--- src/fan_seq_pkg.sv ---
// Shared constants, register map and carrier types for the fan PWM sequencer
package fan_seq_pkg;

  // ****************************************************************
  // Widths and timing
  // ****************************************************************
  localparam int unsigned LEVEL_W            = 8;
  localparam int unsigned SPINUP_INTERVAL    = 64;   // Time-base periods of forced drive
  localparam int unsigned SPINUP_W           = 7;
  localparam int unsigned PCLK_MHZ           = 100;
  localparam int unsigned SHUTDOWN_PULSE_MIN_US = 30;
  localparam int unsigned SHUTDOWN_PULSE_MIN_CYC = SHUTDOWN_PULSE_MIN_US * PCLK_MHZ;

  // ****************************************************************
  // Register map (byte addresses)
  // ****************************************************************
  localparam logic [11:0] OFF_THRESH_LO = 12'h000;
  localparam logic [11:0] OFF_THRESH_HI = 12'h004;
  localparam logic [11:0] OFF_STATE     = 12'h008;
  localparam logic [11:0] OFF_IRQ_STAT  = 12'h00C;
  localparam logic [11:0] OFF_IRQ_MASK  = 12'h010;

  // ****************************************************************
  // Reset values of the thresholds
  // ****************************************************************
  localparam logic [LEVEL_W-1:0] RST_SHUTDOWN  = 8'h10;
  localparam logic [LEVEL_W-1:0] RST_RESTART   = 8'h1C;
  localparam logic [LEVEL_W-1:0] RST_SLEEP     = 8'h00;
  localparam logic [LEVEL_W-1:0] RST_HYST      = 8'h1C;
  localparam logic [LEVEL_W-1:0] RST_PWM_FLOOR = 8'h4D;
  localparam logic [LEVEL_W-1:0] RST_FULL_DUTY = 8'hB3;
  localparam logic [LEVEL_W-1:0] RST_OVERTEMP  = 8'hC4;

  // ****************************************************************
  // Interrupt bit positions
  // ****************************************************************
  localparam int unsigned IRQ_W        = 4;
  localparam int unsigned IRQ_OVERTEMP = 0;
  localparam int unsigned IRQ_SHUTDOWN = 1;
  localparam int unsigned IRQ_SLEEP    = 2;
  localparam int unsigned IRQ_WAKE     = 3;
  localparam logic [IRQ_W-1:0] RST_IRQ_MASK = 4'h0;

  // ****************************************************************
  // Types
  // ****************************************************************
  typedef struct packed {
    logic [LEVEL_W-1:0] sleep_hysteresis;
    logic [LEVEL_W-1:0] sleep_threshold;
    logic [LEVEL_W-1:0] restart_threshold;
    logic [LEVEL_W-1:0] shutdown_threshold;
  } thresh_lo_t;

  typedef struct packed {
    logic [LEVEL_W-1:0] overtemp_threshold;
    logic [LEVEL_W-1:0] full_duty_level;
    logic [LEVEL_W-1:0] pwm_floor;
  } thresh_hi_t;

  typedef enum logic [3:0] {
    ST_SHUTDOWN = 4'b0001,
    ST_STARTUP  = 4'b0010,
    ST_RUN      = 4'b0100,
    ST_SLEEP    = 4'b1000
  } seq_state_t;

endpackage

--- src/thermal_fan_pwm_sequencer.sv ---
// Fan PWM sequencer: startup, sleep, shutdown, overtemperature flag, APB registers
//
// Summary of operation
// - Power-on forces drive high for 64 periods.
// - Waking from sleep retriggers the 64-period startup.
// - Duty follows the greater control input.
// - Primary above full-duty level gives 100% drive.
// - Primary above overtemp asserts fault, drive stays full.
// - Primary back below overtemp releases the fault.
// - Both inputs below sleep threshold enters sleep.
// - Only one input low keeps normal PWM.
// - Wake when an input exceeds sleep plus hysteresis.
// - Primary below shutdown threshold stops everything.
// - Time-base period is both logic step and PWM period.
// - In shutdown both outputs float.
// - Primary above restart after shutdown fully resets.
// - In sleep fault inactive, drive floats.
//
// Our own choices: the APB slave port and the address map.
`timescale 1ns/1ns
module thermal_fan_pwm_sequencer #(
  parameter int unsigned LEVEL_W  = fan_seq_pkg::LEVEL_W,
  parameter int unsigned SPINUP_N = fan_seq_pkg::SPINUP_INTERVAL
) (
  // Clock, reset, enable
  input  wire logic               pclk,
  input  wire logic               presetn,
  input  wire logic               ce,
  // APB slave
  input  wire logic               psel,
  input  wire logic               penable,
  input  wire logic               pwrite,
  input  wire logic [11:0]        paddr,
  input  wire logic [31:0]        pwdata,
  output logic      [31:0]        prdata,
  output logic                    pready,
  output logic                    pslverr,
  // Digitized control levels, produced on pclk
  input  wire logic [LEVEL_W-1:0] primary_temp_input,
  input  wire logic [LEVEL_W-1:0] secondary_control_input,
  // Time-base oscillator from the timing capacitor
  input  wire logic               timing_capacitor,
  // Fan drive pin
  output logic                    fan_drive_o,
  output logic                    fan_drive_oe,
  // Open-drain fault pin
  output logic                    overtemp_fault_n_o,
  output logic                    overtemp_fault_n_oe,
  // Interrupt
  output logic                    irq
);

  // ****************************************************************
  // Elaboration checks
  // ****************************************************************
  // Refused at elaboration, so a bad value never builds a counter that cannot finish
  if (LEVEL_W != fan_seq_pkg::LEVEL_W) begin : g_bad_level
    $error("LEVEL_W must match the register field width");
  end
  if (SPINUP_N < 1 || SPINUP_N >= (1 << fan_seq_pkg::SPINUP_W)) begin : g_bad_spinup
    $error("SPINUP_N out of counter range");
  end

  localparam logic [fan_seq_pkg::SPINUP_W-1:0] SPINUP_LAST =
    fan_seq_pkg::SPINUP_W'(SPINUP_N - 1);

  // ****************************************************************
  // Register storage
  // ****************************************************************
  fan_seq_pkg::thresh_lo_t        thr_lo_q;
  fan_seq_pkg::thresh_hi_t        thr_hi_q;
  logic [fan_seq_pkg::IRQ_W-1:0]  irq_stat_q;
  logic [fan_seq_pkg::IRQ_W-1:0]  irq_mask_q;
  logic [fan_seq_pkg::IRQ_W-1:0]  irq_event;

  fan_seq_pkg::seq_state_t        state_q;
  fan_seq_pkg::seq_state_t        state_d;
  logic [fan_seq_pkg::SPINUP_W-1:0] spinup_cnt_q;
  logic [LEVEL_W-1:0]             ramp_q;
  logic                           fault_q;
  logic                           drive_q;

  // ****************************************************************
  // Time-base synchroniser and period tick
  // ****************************************************************
  logic tb_meta_q;
  logic tb_sync_q;
  logic tb_prev_q;
  logic tick;

  always_ff @(posedge pclk or negedge presetn) begin
    if (!presetn) begin
      tb_meta_q <= 1'b0;
      tb_sync_q <= 1'b0;
      tb_prev_q <= 1'b0;
    end else if (ce) begin
      tb_meta_q <= timing_capacitor;
      tb_sync_q <= tb_meta_q;
      tb_prev_q <= tb_sync_q;
    end
  end

  // One tick per oscillator period steps the sequencer and restarts the ramp
  assign tick = tb_sync_q & ~tb_prev_q;

  // ****************************************************************
  // Comparator decisions
  // ****************************************************************
  logic [LEVEL_W-1:0] ctrl_level;
  logic [LEVEL_W:0]   wake_level;
  logic               below_shutdown;
  logic               above_restart;
  logic               both_asleep;
  logic               any_awake;
  logic               overtemp;

  // Greater input controls; switching follows their order continuously
  assign ctrl_level = (primary_temp_input > secondary_control_input) ?
                      primary_temp_input : secondary_control_input;

  // Extra bit so a large hysteresis cannot wrap below the sleep level
  assign wake_level = {1'b0, thr_lo_q.sleep_threshold} +
                      {1'b0, thr_lo_q.sleep_hysteresis};

  assign below_shutdown = primary_temp_input < thr_lo_q.shutdown_threshold;
  assign above_restart  = primary_temp_input > thr_lo_q.restart_threshold;

  // A zero sleep threshold can never be undercut, which disables sleep
  assign both_asleep = (primary_temp_input < thr_lo_q.sleep_threshold) &&
                       (secondary_control_input < thr_lo_q.sleep_threshold);

  assign any_awake = ({1'b0, primary_temp_input} > wake_level) ||
                     ({1'b0, secondary_control_input} > wake_level);

  assign overtemp = primary_temp_input > thr_hi_q.overtemp_threshold;

  // ****************************************************************
  // Sequencer state
  // ****************************************************************
  always_comb begin
    state_d = state_q;
    case (state_q)
      fan_seq_pkg::ST_SHUTDOWN: begin
        if (above_restart) begin
          state_d = fan_seq_pkg::ST_STARTUP;
        end
      end
      fan_seq_pkg::ST_STARTUP: begin
        if (tick && spinup_cnt_q == SPINUP_LAST) begin
          state_d = fan_seq_pkg::ST_RUN;
        end
      end
      fan_seq_pkg::ST_RUN: begin
        if (both_asleep) begin
          state_d = fan_seq_pkg::ST_SLEEP;
        end
      end
      fan_seq_pkg::ST_SLEEP: begin
        if (any_awake) begin
          state_d = fan_seq_pkg::ST_STARTUP;
        end
      end
      default: begin
        state_d = fan_seq_pkg::ST_SHUTDOWN;
      end
    endcase
    // Shutdown wins over every other state
    if (below_shutdown) begin
      state_d = fan_seq_pkg::ST_SHUTDOWN;
    end
  end

  // Reset lands in startup: power-on spins the fan up first
  always_ff @(posedge pclk or negedge presetn) begin
    if (!presetn) begin
      state_q <= fan_seq_pkg::ST_STARTUP;
    end else if (ce) begin
      state_q <= state_d;
    end
  end

  // Startup counter counts time-base periods, cleared on every entry
  always_ff @(posedge pclk or negedge presetn) begin
    if (!presetn) begin
      spinup_cnt_q <= '0;
    end else if (ce) begin
      if (state_q != fan_seq_pkg::ST_STARTUP) begin
        spinup_cnt_q <= '0;
      end else if (tick) begin
        spinup_cnt_q <= spinup_cnt_q + 1'b1;
      end
    end
  end

  // ****************************************************************
  // PWM ramp
  // ****************************************************************
  // Ramp climbs from the floor one step per pclk and saturates at the
  // full-duty level; the span must fit inside one time-base period.
  always_ff @(posedge pclk or negedge presetn) begin
    if (!presetn) begin
      ramp_q <= fan_seq_pkg::RST_PWM_FLOOR;
    end else if (ce) begin
      if (tick) begin
        ramp_q <= thr_hi_q.pwm_floor;
      end else if (ramp_q < thr_hi_q.full_duty_level) begin
        ramp_q <= ramp_q + 1'b1;
      end
    end
  end

  // ****************************************************************
  // Outputs
  // ****************************************************************
  always_ff @(posedge pclk or negedge presetn) begin
    if (!presetn) begin
      drive_q <= 1'b0;
    end else if (ce) begin
      case (state_d)
        fan_seq_pkg::ST_STARTUP: drive_q <= 1'b1;
        fan_seq_pkg::ST_RUN: begin
          if (ctrl_level >= thr_hi_q.full_duty_level) begin
            drive_q <= 1'b1;
          end else begin
            drive_q <= ctrl_level > ramp_q;
          end
        end
        default: drive_q <= 1'b0;
      endcase
    end
  end

  // Fault tracks the primary input only while the fan is active
  always_ff @(posedge pclk or negedge presetn) begin
    if (!presetn) begin
      fault_q <= 1'b0;
    end else if (ce) begin
      fault_q <= overtemp &&
                 (state_d == fan_seq_pkg::ST_RUN ||
                  state_d == fan_seq_pkg::ST_STARTUP);
    end
  end

  // Shutdown floats the pins at once, without waiting for a clock edge
  assign fan_drive_o  = drive_q;
  assign fan_drive_oe = ~below_shutdown &&
                        (state_q == fan_seq_pkg::ST_RUN ||
                         state_q == fan_seq_pkg::ST_STARTUP);
  assign overtemp_fault_n_o  = 1'b0;
  assign overtemp_fault_n_oe = fault_q & ~below_shutdown;

  // ****************************************************************
  // Interrupt events
  // ****************************************************************
  always_comb begin
    irq_event = '0;
    irq_event[fan_seq_pkg::IRQ_OVERTEMP] = overtemp & ~fault_q & (state_d == fan_seq_pkg::ST_RUN);
    irq_event[fan_seq_pkg::IRQ_SHUTDOWN] = (state_d == fan_seq_pkg::ST_SHUTDOWN) &&
                                           (state_q != fan_seq_pkg::ST_SHUTDOWN);
    irq_event[fan_seq_pkg::IRQ_SLEEP]    = (state_d == fan_seq_pkg::ST_SLEEP) &&
                                           (state_q != fan_seq_pkg::ST_SLEEP);
    irq_event[fan_seq_pkg::IRQ_WAKE]     = (state_q == fan_seq_pkg::ST_SLEEP) &&
                                           (state_d == fan_seq_pkg::ST_STARTUP);
  end

  assign irq = |(irq_stat_q & irq_mask_q);

  // ****************************************************************
  // APB slave
  // ****************************************************************
  logic wr_en;
  logic rd_hit;

  // Zero wait states; a frozen block stalls the bus instead of losing writes
  assign pready = ce;
  assign wr_en  = psel & penable & pwrite & ce;

  always_comb begin
    case (paddr)
      fan_seq_pkg::OFF_THRESH_LO,
      fan_seq_pkg::OFF_THRESH_HI,
      fan_seq_pkg::OFF_STATE,
      fan_seq_pkg::OFF_IRQ_STAT,
      fan_seq_pkg::OFF_IRQ_MASK: rd_hit = 1'b1;
      default:                   rd_hit = 1'b0;
    endcase
  end

  assign pslverr = psel & penable & ~rd_hit;

  always_ff @(posedge pclk or negedge presetn) begin
    if (!presetn) begin
      thr_lo_q <= '{sleep_hysteresis:   fan_seq_pkg::RST_HYST,
                    sleep_threshold:    fan_seq_pkg::RST_SLEEP,
                    restart_threshold:  fan_seq_pkg::RST_RESTART,
                    shutdown_threshold: fan_seq_pkg::RST_SHUTDOWN};
      thr_hi_q <= '{overtemp_threshold: fan_seq_pkg::RST_OVERTEMP,
                    full_duty_level:    fan_seq_pkg::RST_FULL_DUTY,
                    pwm_floor:          fan_seq_pkg::RST_PWM_FLOOR};
    end else if (wr_en) begin
      if (paddr == fan_seq_pkg::OFF_THRESH_LO) begin
        thr_lo_q <= pwdata[$bits(fan_seq_pkg::thresh_lo_t)-1:0];
      end
      if (paddr == fan_seq_pkg::OFF_THRESH_HI) begin
        thr_hi_q <= pwdata[$bits(fan_seq_pkg::thresh_hi_t)-1:0];
      end
    end
  end

  always_ff @(posedge pclk or negedge presetn) begin
    if (!presetn) begin
      irq_mask_q <= fan_seq_pkg::RST_IRQ_MASK;
    end else if (wr_en && paddr == fan_seq_pkg::OFF_IRQ_MASK) begin
      irq_mask_q <= pwdata[fan_seq_pkg::IRQ_W-1:0];
    end
  end

  // Write one clears; a new event in the same cycle keeps its bit set
  always_ff @(posedge pclk or negedge presetn) begin
    if (!presetn) begin
      irq_stat_q <= '0;
    end else if (ce) begin
      if (wr_en && paddr == fan_seq_pkg::OFF_IRQ_STAT) begin
        irq_stat_q <= (irq_stat_q & ~pwdata[fan_seq_pkg::IRQ_W-1:0]) | irq_event;
      end else begin
        irq_stat_q <= irq_stat_q | irq_event;
      end
    end
  end

  always_ff @(posedge pclk or negedge presetn) begin
    if (!presetn) begin
      prdata <= '0;
    end else if (ce && psel && !penable && !pwrite) begin
      case (paddr)
        fan_seq_pkg::OFF_THRESH_LO: prdata <= 32'(thr_lo_q);
        fan_seq_pkg::OFF_THRESH_HI: prdata <= 32'(thr_hi_q);
        fan_seq_pkg::OFF_STATE:     prdata <= {ctrl_level, 7'h00, fault_q, 5'h00,
                                               spinup_cnt_q, 4'(state_q)};
        fan_seq_pkg::OFF_IRQ_STAT:  prdata <= 32'(irq_stat_q);
        fan_seq_pkg::OFF_IRQ_MASK:  prdata <= 32'(irq_mask_q);
        default:                    prdata <= '0;
      endcase
    end
  end

endmodule

--- config.mk ---
export PLATFORM = sky130hd
export DESIGN_NAME = thermal_fan_pwm_sequencer
export DESIGN_NICKNAME = d
export VERILOG_FILES = /design/src/fan_seq_pkg.sv /design/src/thermal_fan_pwm_sequencer.sv
export SDC_FILE = /design/constraint.sdc
export NUM_CORES = 1
export LEC_CHECK = 0
export ABC_AREA = 0
export BUFFER_PORTS_ARGS = -buffer_cell sky130_fd_sc_hd__buf_2
export CORE_MARGIN = 1.5
export CORE_UTILIZATION = 50
export CTS_CLUSTER_DIAMETER = 80
export DETAILED_ROUTE_END_ITERATION = 12
export GPL_TIMING_DRIVEN = 0
export PLACE_DENSITY_LB_ADDON = 0.05
export SLEW_MARGIN = 20
export SYNTH_ARGS = -nofsm -noshare
export SYNTH_HDL_FRONTEND = slang
export SYNTH_SLANG_ARGS = --single-unit
export TNS_END_PERCENT = 1
--- constraint.sdc ---
create_clock -name pclk -period 3.69 [get_ports pclk]
set_input_delay 0.369 -clock pclk [delete_from_list [all_inputs] [get_ports pclk]]
set_output_delay 0.369 -clock pclk [all_outputs]
set_load 0.05 [all_outputs]
=== Word level (Yosys, flattened, before mapping) ===
Index checks and enable logic that the tools add are counted.
W data, S select, Z words.

* Flip-flop bits (word level): 120
* Bits of input ports: 67

* $add $sub $neg: 3
* $lt $le $gt $ge: 11
* Eq/ne operators: 16
* Multiplexer cells: 16
* Bitwise operators: 17
* Reduce and logical (&&, ||, !) cells: 26

{| class="wikitable"
|+ Operators by type and width
! kind !! count
|-
| $pmux W32 S5 || 1
|-
| $gt A8 B8 Y1 || 4
|-
| $lt A8 B8 Y1 || 4
|-
| $eq A12 B4 Y1 const B || 2
|-
| $mux W4 || 6
|-
| $mux W8 || 3
|-
| $gt A8 B9 Y1 || 2
|-
| $pmux W4 S4 || 1
|-
| $mux W7 || 2
|-
| $eq A12 B3 Y1 const B || 1
|-
| $eq A12 B5 Y1 const B || 1
|-
| $logic_and A1 B1 Y1 || 12
|-
| $logic_not A12 Y1 || 1
|-
| $add A8 B8 Y9 || 1
|-
| $add A8 B1 Y8 const B || 1
|-
| $and A1 B1 Y1 || 8
|-
| $and A4 B4 Y4 || 2
|-
| $eq A4 B1 Y1 const B || 2
|-
| $eq A4 B2 Y1 const B || 2
|-
| $eq A4 B3 Y1 const B || 2
|-
| $eq A4 B4 Y1 const B || 2
|-
| $ge A8 B8 Y1 || 1
|-
| $or A4 B4 Y4 || 2
|-
| $reduce_and A2 Y1 || 4
|-
| 14 further kinds || 22
|}

=== Longest topological paths before layout ===
Gate-level depths: netlist (run 1).

* Word-level depth: 10
* Depth in mapped cells: 20
* Gate-level depth less buffers: 19

=== Least setup slack after synthesis (run 1) ===
OpenSTA, ideal clock, no wires.

* Path type: in2reg
* Start: in secondary_control_input[1]
* End: reg drive_q (netlist: fan_drive_o)
* Library setup time: 0.143 ns
* Arrival time: 3.283 ns
* Required time: 3.547 ns
* Path slack: 0.264 ns
* Stages: 19
* Buffers on the path: 1
* Cells stage by stage: inv_1 ha_1 nor2b_1 o21a_1 o21a_1 o21a_1 o21bai_1 a22o_1 buf_2 mux2i_1 ha_1 nand2b_1 a21o_1 a21o_1 a211oi_1 o21ai_0 o211ai_1 a211o_1 o221ai_2

* Cells in the longest elaborated chain, start to end: 7

{| class="wikitable"
|+ Ends and longest elaborated chain
! element !! RTL line !! text
|-
| from (decl) || thermal_fan_pwm_sequencer.sv:40 || <nowiki>input wire logic [LEVEL_W-1:0] secondary_control_input,</nowiki>
|-
| parallel branches: the longest is 6 deep, another holds $gt A8 B8 Y1 || -- ||
|-
| $pmux W1 S2 * || thermal_fan_pwm_sequencer.sv:219 || <nowiki>case (state_d)</nowiki>
|-
| to (signal assigned) || thermal_fan_pwm_sequencer.sv:225 || <nowiki>drive_q <= ctrl_level > ramp_q;</nowiki>
|-
| to (decl) || thermal_fan_pwm_sequencer.sv:81 || <nowiki>logic drive_q;</nowiki>
|}

Mark *: on every way between the ends.
A chain may end at the register's enable or synchronous reset.

=== Worst setup path after layout (run 1) ===
* Start: in primary_temp_input[1]
* End: reg drive_q (netlist: fan_drive_o)

* Cells in the longest elaborated chain, start to end: 7

{| class="wikitable"
|+ Ends and longest elaborated chain
! element !! RTL line !! text
|-
| from (decl) || thermal_fan_pwm_sequencer.sv:39 || <nowiki>input wire logic [LEVEL_W-1:0] primary_temp_input,</nowiki>
|-
| parallel branches: the longest is 6 deep, another holds $gt A8 B8 Y1 || -- ||
|-
| $pmux W1 S2 * || thermal_fan_pwm_sequencer.sv:219 ||
|}

Marked as above.

==> flow_metrics.tcl, run 1 <==
set metrics [dict create \
    synth_top_family_by_area "compound AO/OA/AOI/OAI gates" \
    setup_viol 0 \
    crit_path_end_kind "register" \
    cts_buffers 17 \
    powerDensity_nw_per_um2 418 \
    nets 1152 \
    syn_nets 1026 \
    die_x_um 131 \
    synth_xor_area_share_pct 1.45 \
    synth_edf_count 0 \
    track_usage_pct 28.4 \
    coreArea_um2 15900 \
    area_delta_synth_final_pct 18.7 \
    synth_ff_type "dfrtp_1" \
    reg2reg_slack_ns 0.23 \
    critPathArrivalTime_ns 3.84 \
    viasPerCell 5.88 \
    yosys.area_share.simple_pct 13.4 \
    pre_cts_ws_ns -0.615 \
    dieArea_um2 17200 \
    antenna_left 0 \
    yosysSeqAreaShare_pct 36.9 \
    power_frac_clock_pct 39.4 \
    setup.worst_path.class "in2reg" \
    layout-drive-gt1-share_pct 24.5 \
    max_slew_margin_pct 44.9 \
    drt-pass1-iter-count 5 \
    fmax_ghz 0.280 \
    final_common_cell "buf_2" \
    cts.clk_slew.worst_paths_ns 0.06 \
    cts.sinks 120 \
    hold_viol 0 \
    required_ns 3.96 \
    grt_pass1_vias 7026 \
    clockRootBuffer "clkbuf_16" \
    ioPinCount 106 \
    synthMuxAreaShare_pct 8.92 \
    place_hpwl_um 18300 \
    portBuffers 103 \
    drv_slew 0 \
    min_period_over_period_pct 96.7 \
    wl_per_cell_um 19.6 \
    drt-initial-drc-count 571 \
    synth-compound-area-share_pct 19.8 \
    via_count 7188 \
    htree_levels 4 \
    drc 0 \
    mostFrequentLayoutCells "buf_2, dfrtp_1, ha_1, inv_1, nor2_1" \
    rows 46 \
    die_h_um 131 \
    gp_congestion 0.886 \
    cts_buffer_depth 2 \
    intPower_mw 2.75 \
    critPathMaxFanout 8 \
    holdPathStages 3 \
    grt.overflow.total 0 \
    async_flop_share_pct 100 \
    worst_setup_path_start_kind "input pin" \
    leakagePower_nw 4.73 \
    yosys_warnings 0 \
    grt_pass1_wl_um 38000 \
    p_sw_share_pct 32.5 \
    irDropWorstVdd_v 0.000325 \
    finalClockSkew_ns 0.00963 \
    fin_ws_ns 0.120 \
    drv_cap 0 \
    comb_power_share_pct 23.2 \
    num_antenna_cells 0 \
    clk_latency_ns 0.42 \
    synth_cell_types 72 \
    outcome "finished clean" \
    switching_power_mw 1.32 \
    grt_max_degree 80 \
    initial_core_util_pct 51.5 \
    totalWireLength_um 23900 \
    p_seq_share_pct 37.4 \
    synth_cells 868 \
    hp-class "in2reg" \
    period_needed_ns 3.57 \
    final_util_pct 61.2 \
    ys_seq_elements 120 \
    cts_tree "built" \
    synth-adder-area-share_pct 13.9 \
    tightestPinTransition_ns 0.827 \
    avgSynthCellArea_um2 9.47 \
    antenna_found_initial 0 \
    syn-cell-area_um2 8220 \
    worstRegToRegCells 17 \
]
## layout make-up
class / instances / area (um^2)
tap: 216 / 270
timing repair buffer: 110 / 599
buffer: 38 / 169
inverter: 73 / 274
multi-input combinational: 634 / 4830
sequential: 120 / 3030
clock inverter: 10 / 96.3
fill: 1454 / 6190
clock buffer: 22 / 474
## layer usage
metal  part of all wire (%)  vias up  GRT usage (%)
met3                    4.7       41           4.78
li1                       -     3416              -
met1                     45     3509           37.7
met2                     48      222           47.0
met4                    2.1        0           9.49
met5                      0        -              0
## path summary, 6_finish.rpt
check                                          from                  endpoint
min reg2reg                   prdata[1]$_DFFE_PN0P_     prdata[1]$_DFFE_PN0P_
max in group asynchronous                   presetn  thr_lo_q[10]$_DFFE_PN1P_
min                                      pwdata[17]  thr_hi_q[17]$_DFFE_PN0P_
max reg2reg                thr_lo_q[18]$_DFFE_PN0P_    state_q[3]$_DFFE_PN0P_
min in group asynchronous                   presetn    prdata[17]$_DFFE_PN0P_
max                           primary_temp_input[1]   fan_drive_o$_DFFE_PN0P_
## cells in the mapped netlist, drive strengths merged (15+ instances only)
cell type / n / area [um^2]
a21oi: 46 / 230
ha: 90 / 1130
nand2: 54 / 203
clkbuf: 27 / 101
mux2: 50 / 563
o21a: 18 / 135
o22ai: 15 / 100
mux2i: 17 / 170
inv: 73 / 274
o21ai: 50 / 254
nand3: 22 / 110
dfrtp: 96 / 2400
a21o: 16 / 120
nor2: 66 / 248
dfstp: 24 / 631
## registers in the layout (all words and copies together), names as in the netlist
register,flops
ramp_q,8
irq_mask_q,4
prdata,32
thr_hi_q,24
tb_prev_q,1
state_q,4
tb_sync_q,1
irq_stat_q,4
fan_drive_o,1
fault_q,1
spinup_cnt_q,7
tb_meta_q,1
thr_lo_q,32
## power groups by stage
stage	clock (mW)	combinational, mW	sequential, mW
2_1_floorplan	0	0.471	1.68
3_3_place_gp	0	0.898	1.54
3_5_place_dp	0	0.909	1.54
4_1_cts	1.62	0.928	1.52
5_1_grt	1.68	1.04	1.54
6_report	1.60	0.944	1.52
## stage by stage
step | hold slack, ns | cell area [um^2] | TNS, ns | std cells | total power, mW
5_1_grt | 0.169 | 9750 | -0.00701 | 1223 | 4.25
2_1_floorplan | 0.0734 | 8220 | 0 | 868 | 2.15
4_1_cts | 0.156 | 9660 | 0 | 1223 | 4.07
3_3_place_gp | 0.462 | 9000 | -0.894 | 1187 | 2.44
6_report | 0.171 | 9750 | 0 | 1223 | 4.07
3_5_place_dp | 0.320 | 9040 | -0.894 | 1188 | 2.45
## timing repair
action,CTS,global route
hold buffers,1,0
gates resized for setup,6,17
buffers inserted,2,3
pin swaps,2,9
endpoints found under the setup margin,5,5
hold endpoints to repair,32,0
## logic make-up after synthesis
kind of cell / count (synthesis)
AO/OA/AOI/OAI: 237
AND/OR/NAND/NOR: 226
multiplexers: 67
adder cells (fa/ha/maj): 91
buffers and inverters: 114
other: 1
XOR/XNOR: 12
flip-flops: 120
## critical path, cell delays in order
cell and delay, ns:
clkbuf_4 0.18, ha_1 0.32, nor2b_1 0.13, o21a_1 0.16, o21a_1 0.16, o21a_1 0.16, o21bai_1 0.12, a22o_1 0.17
buf_6 0.17, mux2i_4 0.32, ha_1 0.27, nand2b_1 0.14, a21o_1 0.17, a21o_1 0.19, a211oi_2 0.22, o21ai_1 0.10
o211ai_1 0.17, a211o_1 0.21, o221ai_2 0.09
Note: power is estimated with default switching activity, not from simulation.
==> inputs of run 2 (changes only) <==
--- a/config.mk
+++ b/config.mk
@@ -7,7 +7,7 @@
 export LEC_CHECK = 0
 export ABC_AREA = 0
 export BUFFER_PORTS_ARGS = -buffer_cell sky130_fd_sc_hd__buf_2
-export CORE_MARGIN = 1.5
+export CORE_MARGIN = 1
 export CORE_UTILIZATION = 50
 export CTS_CLUSTER_DIAMETER = 80
 export DETAILED_ROUTE_END_ITERATION = 12
==> constraint.sdc (replaced) <==
create_clock -name pclk -period 3.69 [get_ports pclk]
set_input_delay 0.369 -clock pclk [delete_from_list [all_inputs] [get_ports pclk]]
set_output_delay 0.369 -clock pclk [all_outputs]
set_load 0.01 [all_outputs]
==> run 2 against run 1 <==
  * Setup slack gained 0.032 ns
  * Sequential share of layout area grew 0.072 points
  * Core utilization shrank 0.14 points
  * Clock skew grew 0.0021 ns
==> flow_metrics.tcl, run 2 (synthesis gave the netlist of run 1 again) <==
set metrics [dict create \
    tightestPinTransition_ns 0.784 \
    htree_levels 4 \
    clockRootBuffer "clkbuf_16" \
    grt.overflow.total 0 \
    period_needed_ns 3.54 \
    max_slew_margin_pct 47.8 \
    seqCellArea_um2 3030 \
    multi_input_area_um2 4820 \
    place_hpwl_um 18300 \
    cts_tree "built" \
    num_antenna_cells 0 \
    grt_max_degree 63 \
    place_area_um2 9040 \
    worst_setup_path_start_kind "input pin" \
    track_usage_pct 29.2 \
    mostFrequentLayoutCells "buf_2, dfrtp_1, ha_1, inv_1, nor2_1" \
    grt_pass1_vias 6742 \
    dieArea_um2 16900 \
    drv_cap 0 \
    rows 46 \
    final_area_um2 9730 \
    critPathMaxFanout 7 \
    finalClockSkew_ns 0.0117 \
    setup_viol 0 \
    nets 1153 \
    cts.clk_slew.worst_paths_ns 0.06 \
    hold_viol 0 \
    hp-class "in2reg" \
    ioPinCount 106 \
    clk_latency_ns 0.43 \
    final_util_pct 61.0 \
    drt-pass1-iter-count 5 \
    die_x_um 130 \
    setup.worst_path.class "in2reg" \
    fillers 1428 \
    layout-drive-gt1-share_pct 24.5 \
    leakagePower_nw 4.72 \
    totalWireLength_um 23600 \
    wl_per_cell_um 19.3 \
    fmax_ghz 0.283 \
    antenna_found_initial 0 \
    rsz0062_at_grt "false" \
    gp_congestion 0.889 \
    drc 0 \
    drv_slew 0 \
    die_h_um 130 \
    whs_ns 0.160 \
    final_common_cell "buf_2" \
    crit_path_end_kind "register" \
    top_regs "prdata x32, thr_lo_q x32, thr_hi_q x24" \
    viasPerCell 5.86 \
    area_delta_synth_final_pct 18.4 \
    via_count 7177 \
    dp_cells 1188 \
    coreArea_um2 15900 \
    required_ns 3.97 \
    drt-initial-drc-count 532 \
    power_mw 3.87 \
    portBuffers 103 \
    critPathArrivalTime_ns 3.81 \
    powerDensity_nw_per_um2 398 \
    layoutNonFillerInstCount 1224 \
    cts.sinks 120 \
    cts_buffer_depth 2 \
    outcome "finished clean" \
    antenna_left 0 \
    cts_buffers 17 \
    grt_pass1_wl_um 36600 \
    irDropWorstVdd_v 0.000343 \
    min_period_over_period_pct 95.9 \
    initial_core_util_pct 51.5 \
]
[run 2: cell types whose count changed in the layout (fill, tap and decap cells not counted), sizes merged]
cell	delta
bufinv	-1
clkbuf	-3
inv	+5
[run 2: path summary, 6_finish.rpt]
kind	startpoint	end	slack [ns]	depth (start not counted)
hold / removal	pwdata[21]	thr_hi_q[21]$_DFFE_PN0P_	0.16	3
hold reg to reg	prdata[10]$_DFFE_PN0P_	prdata[10]$_DFFE_PN0P_	0.48	2
min in group asynchronous	presetn	prdata[26]$_DFFE_PN0P_	0.49	2
setup / recovery	primary_temp_input[1]	fan_drive_o$_DFFE_PN0P_	0.15	19
setup reg to reg	thr_lo_q[26]$_DFFE_PN1P_	state_q[3]$_DFFE_PN0P_	0.18	16
max in group asynchronous	presetn	thr_lo_q[10]$_DFFE_PN1P_	2.46	3
[run 2: worst max-delay path: stages]
cell and delay (ns):
clkbuf_4 0.18, ha_1 0.32, nor2b_1 0.13, o21a_1 0.16
o21a_1 0.16, o21a_1 0.16, o21bai_1 0.12, a22o_1 0.17
buf_6 0.16, mux2i_4 0.32, ha_1 0.27, nand2b_1 0.14
a21o_1 0.17, a21o_1 0.19, a211oi_2 0.21, o21ai_1 0.09
o211ai_1 0.15, a211o_1 0.22, o221ai_2 0.09
[run 2: per-layer routing]
| layer | wire [um] | GRT usage, % | up-vias |
|---|---|---|---|
| li1 | - | - | 3427 |
| met1 | 10600 | 38.0 | 3474 |
| met2 | 11100 | 47.8 | 228 |
| met3 | 1190 | 5.33 | 48 |
| met4 | 733 | 12.0 | 0 |
| met5 | 0 | 0 | - |
[run 2: report_power, final]
part / internal [mW] / total (mW) / switching (mW) / leakage (nW)
sequential: 1.43 / 1.52 / 0.0920 / 1.49
combinational: 0.337 / 0.785 / 0.448 / 2.96
clock: 0.890 / 1.57 / 0.676 / 0.264
[run 2: stage by stage]
stage          worst slack, ns  TNS, ns
5_1_grt                0.00265        0
3_5_place_dp            -0.601   -0.706
3_3_place_gp            -0.584   -0.940
2_1_floorplan            0.264        0
6_report                 0.153        0
4_1_cts                 0.0153        0
[run 2: cell type report]
class	count	area share, %
Clock buffer	18	4.51
Tap cell	216	2.78
Clock inverter	14	1.18
Timing Repair Buffer	110	6.16
Sequential cell	120	31.2
Multi-Input combinational cell	634	49.6
Buffer	39	1.77
Inverter	73	2.82
[run 2: timing repair]
| action | in CTS | in global routing |
|---|---|---|
| pin swaps | 1 | 11 |
| setup endpoints to repair | 5 | 5 |
| hold endpoints to repair | 45 | 0 |
| gates resized for setup | 6 | 14 |
| hold buffers | 1 | 0 |
| setup buffers | 1 | 4 |
==> inputs of run 3 (changes only) <==
--- a/config.mk
+++ b/config.mk
@@ -8,7 +8,7 @@
 export ABC_AREA = 0
 export BUFFER_PORTS_ARGS = -buffer_cell sky130_fd_sc_hd__buf_2
 export CORE_MARGIN = 1
-export CORE_UTILIZATION = 50
+export CORE_UTILIZATION = 35
 export CTS_CLUSTER_DIAMETER = 80
 export DETAILED_ROUTE_END_ITERATION = 12
 export GPL_TIMING_DRIVEN = 0
==> run 3 against run 2 <==
  * Combinational power is 3.7% higher
  * Critical path type unchanged
  * Largest power group unchanged
  * Clock power grew 9.6%
  * Routed wire length is 12% higher
  * Critical endpoint unchanged
  * Non-clock buffer count increased by 9
  * Via count fell by 1.6%
  * Setup slack got worse by 0.032 ns
  * Register-to-register slack is essentially flat
  * Cell area rose by 2.9%
  * Clock skew fell by 0.00057 ns
  * Sequential share of layout area shrank 0.87 points
  * Largest cell class unchanged
  * First-iteration DRC count is 33% lower
==> flow_metrics.tcl, run 3 (synthesis gave the netlist of run 1 again) <==
set metrics [dict create \
    fmax_ghz 0.280 \
    top_regs "prdata x32, thr_lo_q x32, thr_hi_q x24" \
    worst_setup_path_start_kind "input pin" \
    ioPinCount 106 \
    cts.clk_slew.worst_paths_ns 0.06 \
    critPathArrivalTime_ns 3.91 \
    outcome "finished clean" \
    via_count 7064 \
    drv_slew 0 \
    intPower_mw 2.81 \
    grt_pass1_vias 7072 \
    cts.sinks 120 \
    grt.overflow.total 0 \
    critPathMaxFanout 8 \
    die_h_um 155 \
    die_x_um 155 \
    min_period_over_period_pct 96.7 \
    cts_tree "built" \
    comb_power_share_pct 20.1 \
    num_antenna_cells 0 \
    clockRootBuffer "clkbuf_16" \
    power_mw 4.06 \
    leakagePower_nw 4.79 \
    powerDensity_nw_per_um2 405 \
    layout-drive-gt1-share_pct 26.0 \
    dieArea_um2 24100 \
    antenna_found_initial 0 \
    place_hpwl_um 20500 \
    layoutNonFillerInstCount 1330 \
    max_slew_margin_pct 37.3 \
    final_area_um2 10000 \
    portBuffers 103 \
    cpMostUsedCell "o21a_1" \
    power_frac_clock_pct 42.4 \
    hp-class "in2reg" \
    drt-pass1-iter-count 6 \
    grt_pass1_wl_um 41200 \
    antenna_left 0 \
    area_delta_synth_final_pct 21.9 \
    switching_power_mw 1.25 \
    nets 1162 \
    wl_per_cell_um 20.0 \
    p_seq_share_pct 37.5 \
    hold_viol 0 \
    viasPerCell 5.31 \
    drv_cap 0 \
    irDropWorstVdd_v 0.000254 \
    track_usage_pct 22.7 \
    worstPathCellList "buf_2 -> inv_1 -> ha_1 -> nor2b_1 -> o21a_1 -> o21a_1 -> o21a_1 -> o21bai_1 -> a22o_1 -> buf_6 -> mux2i_2 -> inv_1 -> ha_1 -> nand3_1 -> o21bai_1 -> a21oi_1 -> a211oi_2 -> a31oi_1 -> nor2_1 -> a211o_1 -> o221ai_2" \
    clk_latency_ns 0.43 \
    required_ns 4.03 \
    p_sw_share_pct 30.8 \
    htree_levels 4 \
    drc 0 \
    whs_ns 0.171 \
    setup.worst_path.class "in2reg" \
    crit_path_end_kind "register" \
    cts_buffer_depth 2 \
    period_needed_ns 3.57 \
    final_common_cell "buf_2" \
    drt-initial-drc-count 356 \
    cts_buffers 17 \
    critical-path-max-stage-delay_ns 0.37 \
    coreArea_um2 22800 \
    rows 55 \
    place_area_um2 9170 \
    initial_core_util_pct 36.0 \
    grt_max_degree 64 \
    fillers 2326 \
    final_util_pct 43.8 \
    dp_cells 1285 \
    mostFrequentLayoutCells "buf_2, dfrtp_1, ha_1, inv_1, nor2_1" \
    setup_viol 0 \
    gp_congestion 0.843 \
    critical_path.slowest_cell "mux2i_2" \
    totalWireLength_um 26500 \
    finalClockSkew_ns 0.0111 \
    rsz0062_at_grt "true" \
    tightestPinTransition_ns 0.940 \
]
-- run 3: changes by cell type in the layout (fill, tap and decap cells not counted), sizes merged --
| cell | previous run | this run |
|---|---|---|
| clkbuf | 44 | 45 |
| bufinv | 0 | 2 |
| buf | 122 | 130 |
| clkinvlp | 4 | 2 |
-- run 3: path summary, 6_finish.rpt --
kind | start | end | slack [ns] | cells after the start
max in group asynchronous | presetn | thr_hi_q[6]$_DFFE_PN1P_ | 2.50 | 3
max reg2reg | thr_lo_q[18]$_DFFE_PN0P_ | state_q[3]$_DFFE_PN0P_ | 0.19 | 17
min in group asynchronous | presetn | thr_lo_q[25]$_DFFE_PN0P_ | 0.47 | 2
max | primary_temp_input[0] | fan_drive_o$_DFFE_PN0P_ | 0.12 | 21
min reg2reg | prdata[1]$_DFFE_PN0P_ | prdata[1]$_DFFE_PN0P_ | 0.48 | 2
min | pwdata[12] | thr_hi_q[12]$_DFFE_PN1P_ | 0.17 | 3
-- run 3: routing by layer --
layer / track usage, % / share of wire, % / up-vias
li1: - / - / 3447
met1: 31.5 / 49 / 3403
met2: 36.8 / 46 / 189
met3: 3.20 / 3.5 / 25
met4: 5.98 / 1.4 / 0
met5: 0 / 0 / -
-- run 3: final cells by class --
type                       instances  area (um^2)  share of cell area [%]
multi-input combinational        634         4870                    48.6
sequential                       120         3030                    30.3
timing repair buffer             119          673                    6.72
clock buffer                      18          439                    4.39
tap                              313          392                    3.91
inverter                          73          274                    2.74
buffer                            39          173                    1.72
clock inverter                    14          161                    1.61
-- run 3: per-stage QoR --
| step | setup WS (ns) | TNS (ns) |
|---|---|---|
| final | 0.121 | 0 |
| after global routing | -0.00614 | -0.00793 |
| after CTS | 0.0139 | 0 |
| after detailed placement | -0.723 | -1.16 |
| after global placement | -0.737 | -1.39 |
| after floorplan | 0.264 | 0 |
-- run 3: power by group through the flow --
| stage | clock network (mW) | registers, mW | logic (mW) |
|---|---|---|---|
| after global placement | 0 | 1.55 | 0.769 |
| after floorplan | 0 | 1.54 | 0.463 |
| after global routing | 1.82 | 1.54 | 0.921 |
| final | 1.72 | 1.52 | 0.814 |
| after detailed placement | 0 | 1.55 | 0.773 |
| after CTS | 1.76 | 1.52 | 0.798 |
-- run 3: worst max-delay path, delay by kind of cell --
kind	cells	cell delay, ns
mux	1	0.37
compound gates	11	1.75
simple gates	3	0.22
fa+ha+maj	2	0.50
buf+inv	4	0.71
-- run 3: what timing repair did --
item,in CTS,in global routing
pin swaps,3,16
buffers inserted,3,11
resized for setup,11,19
endpoints found under the setup margin,5,5
hold buffers,1,0
endpoints found under the hold margin,45,0
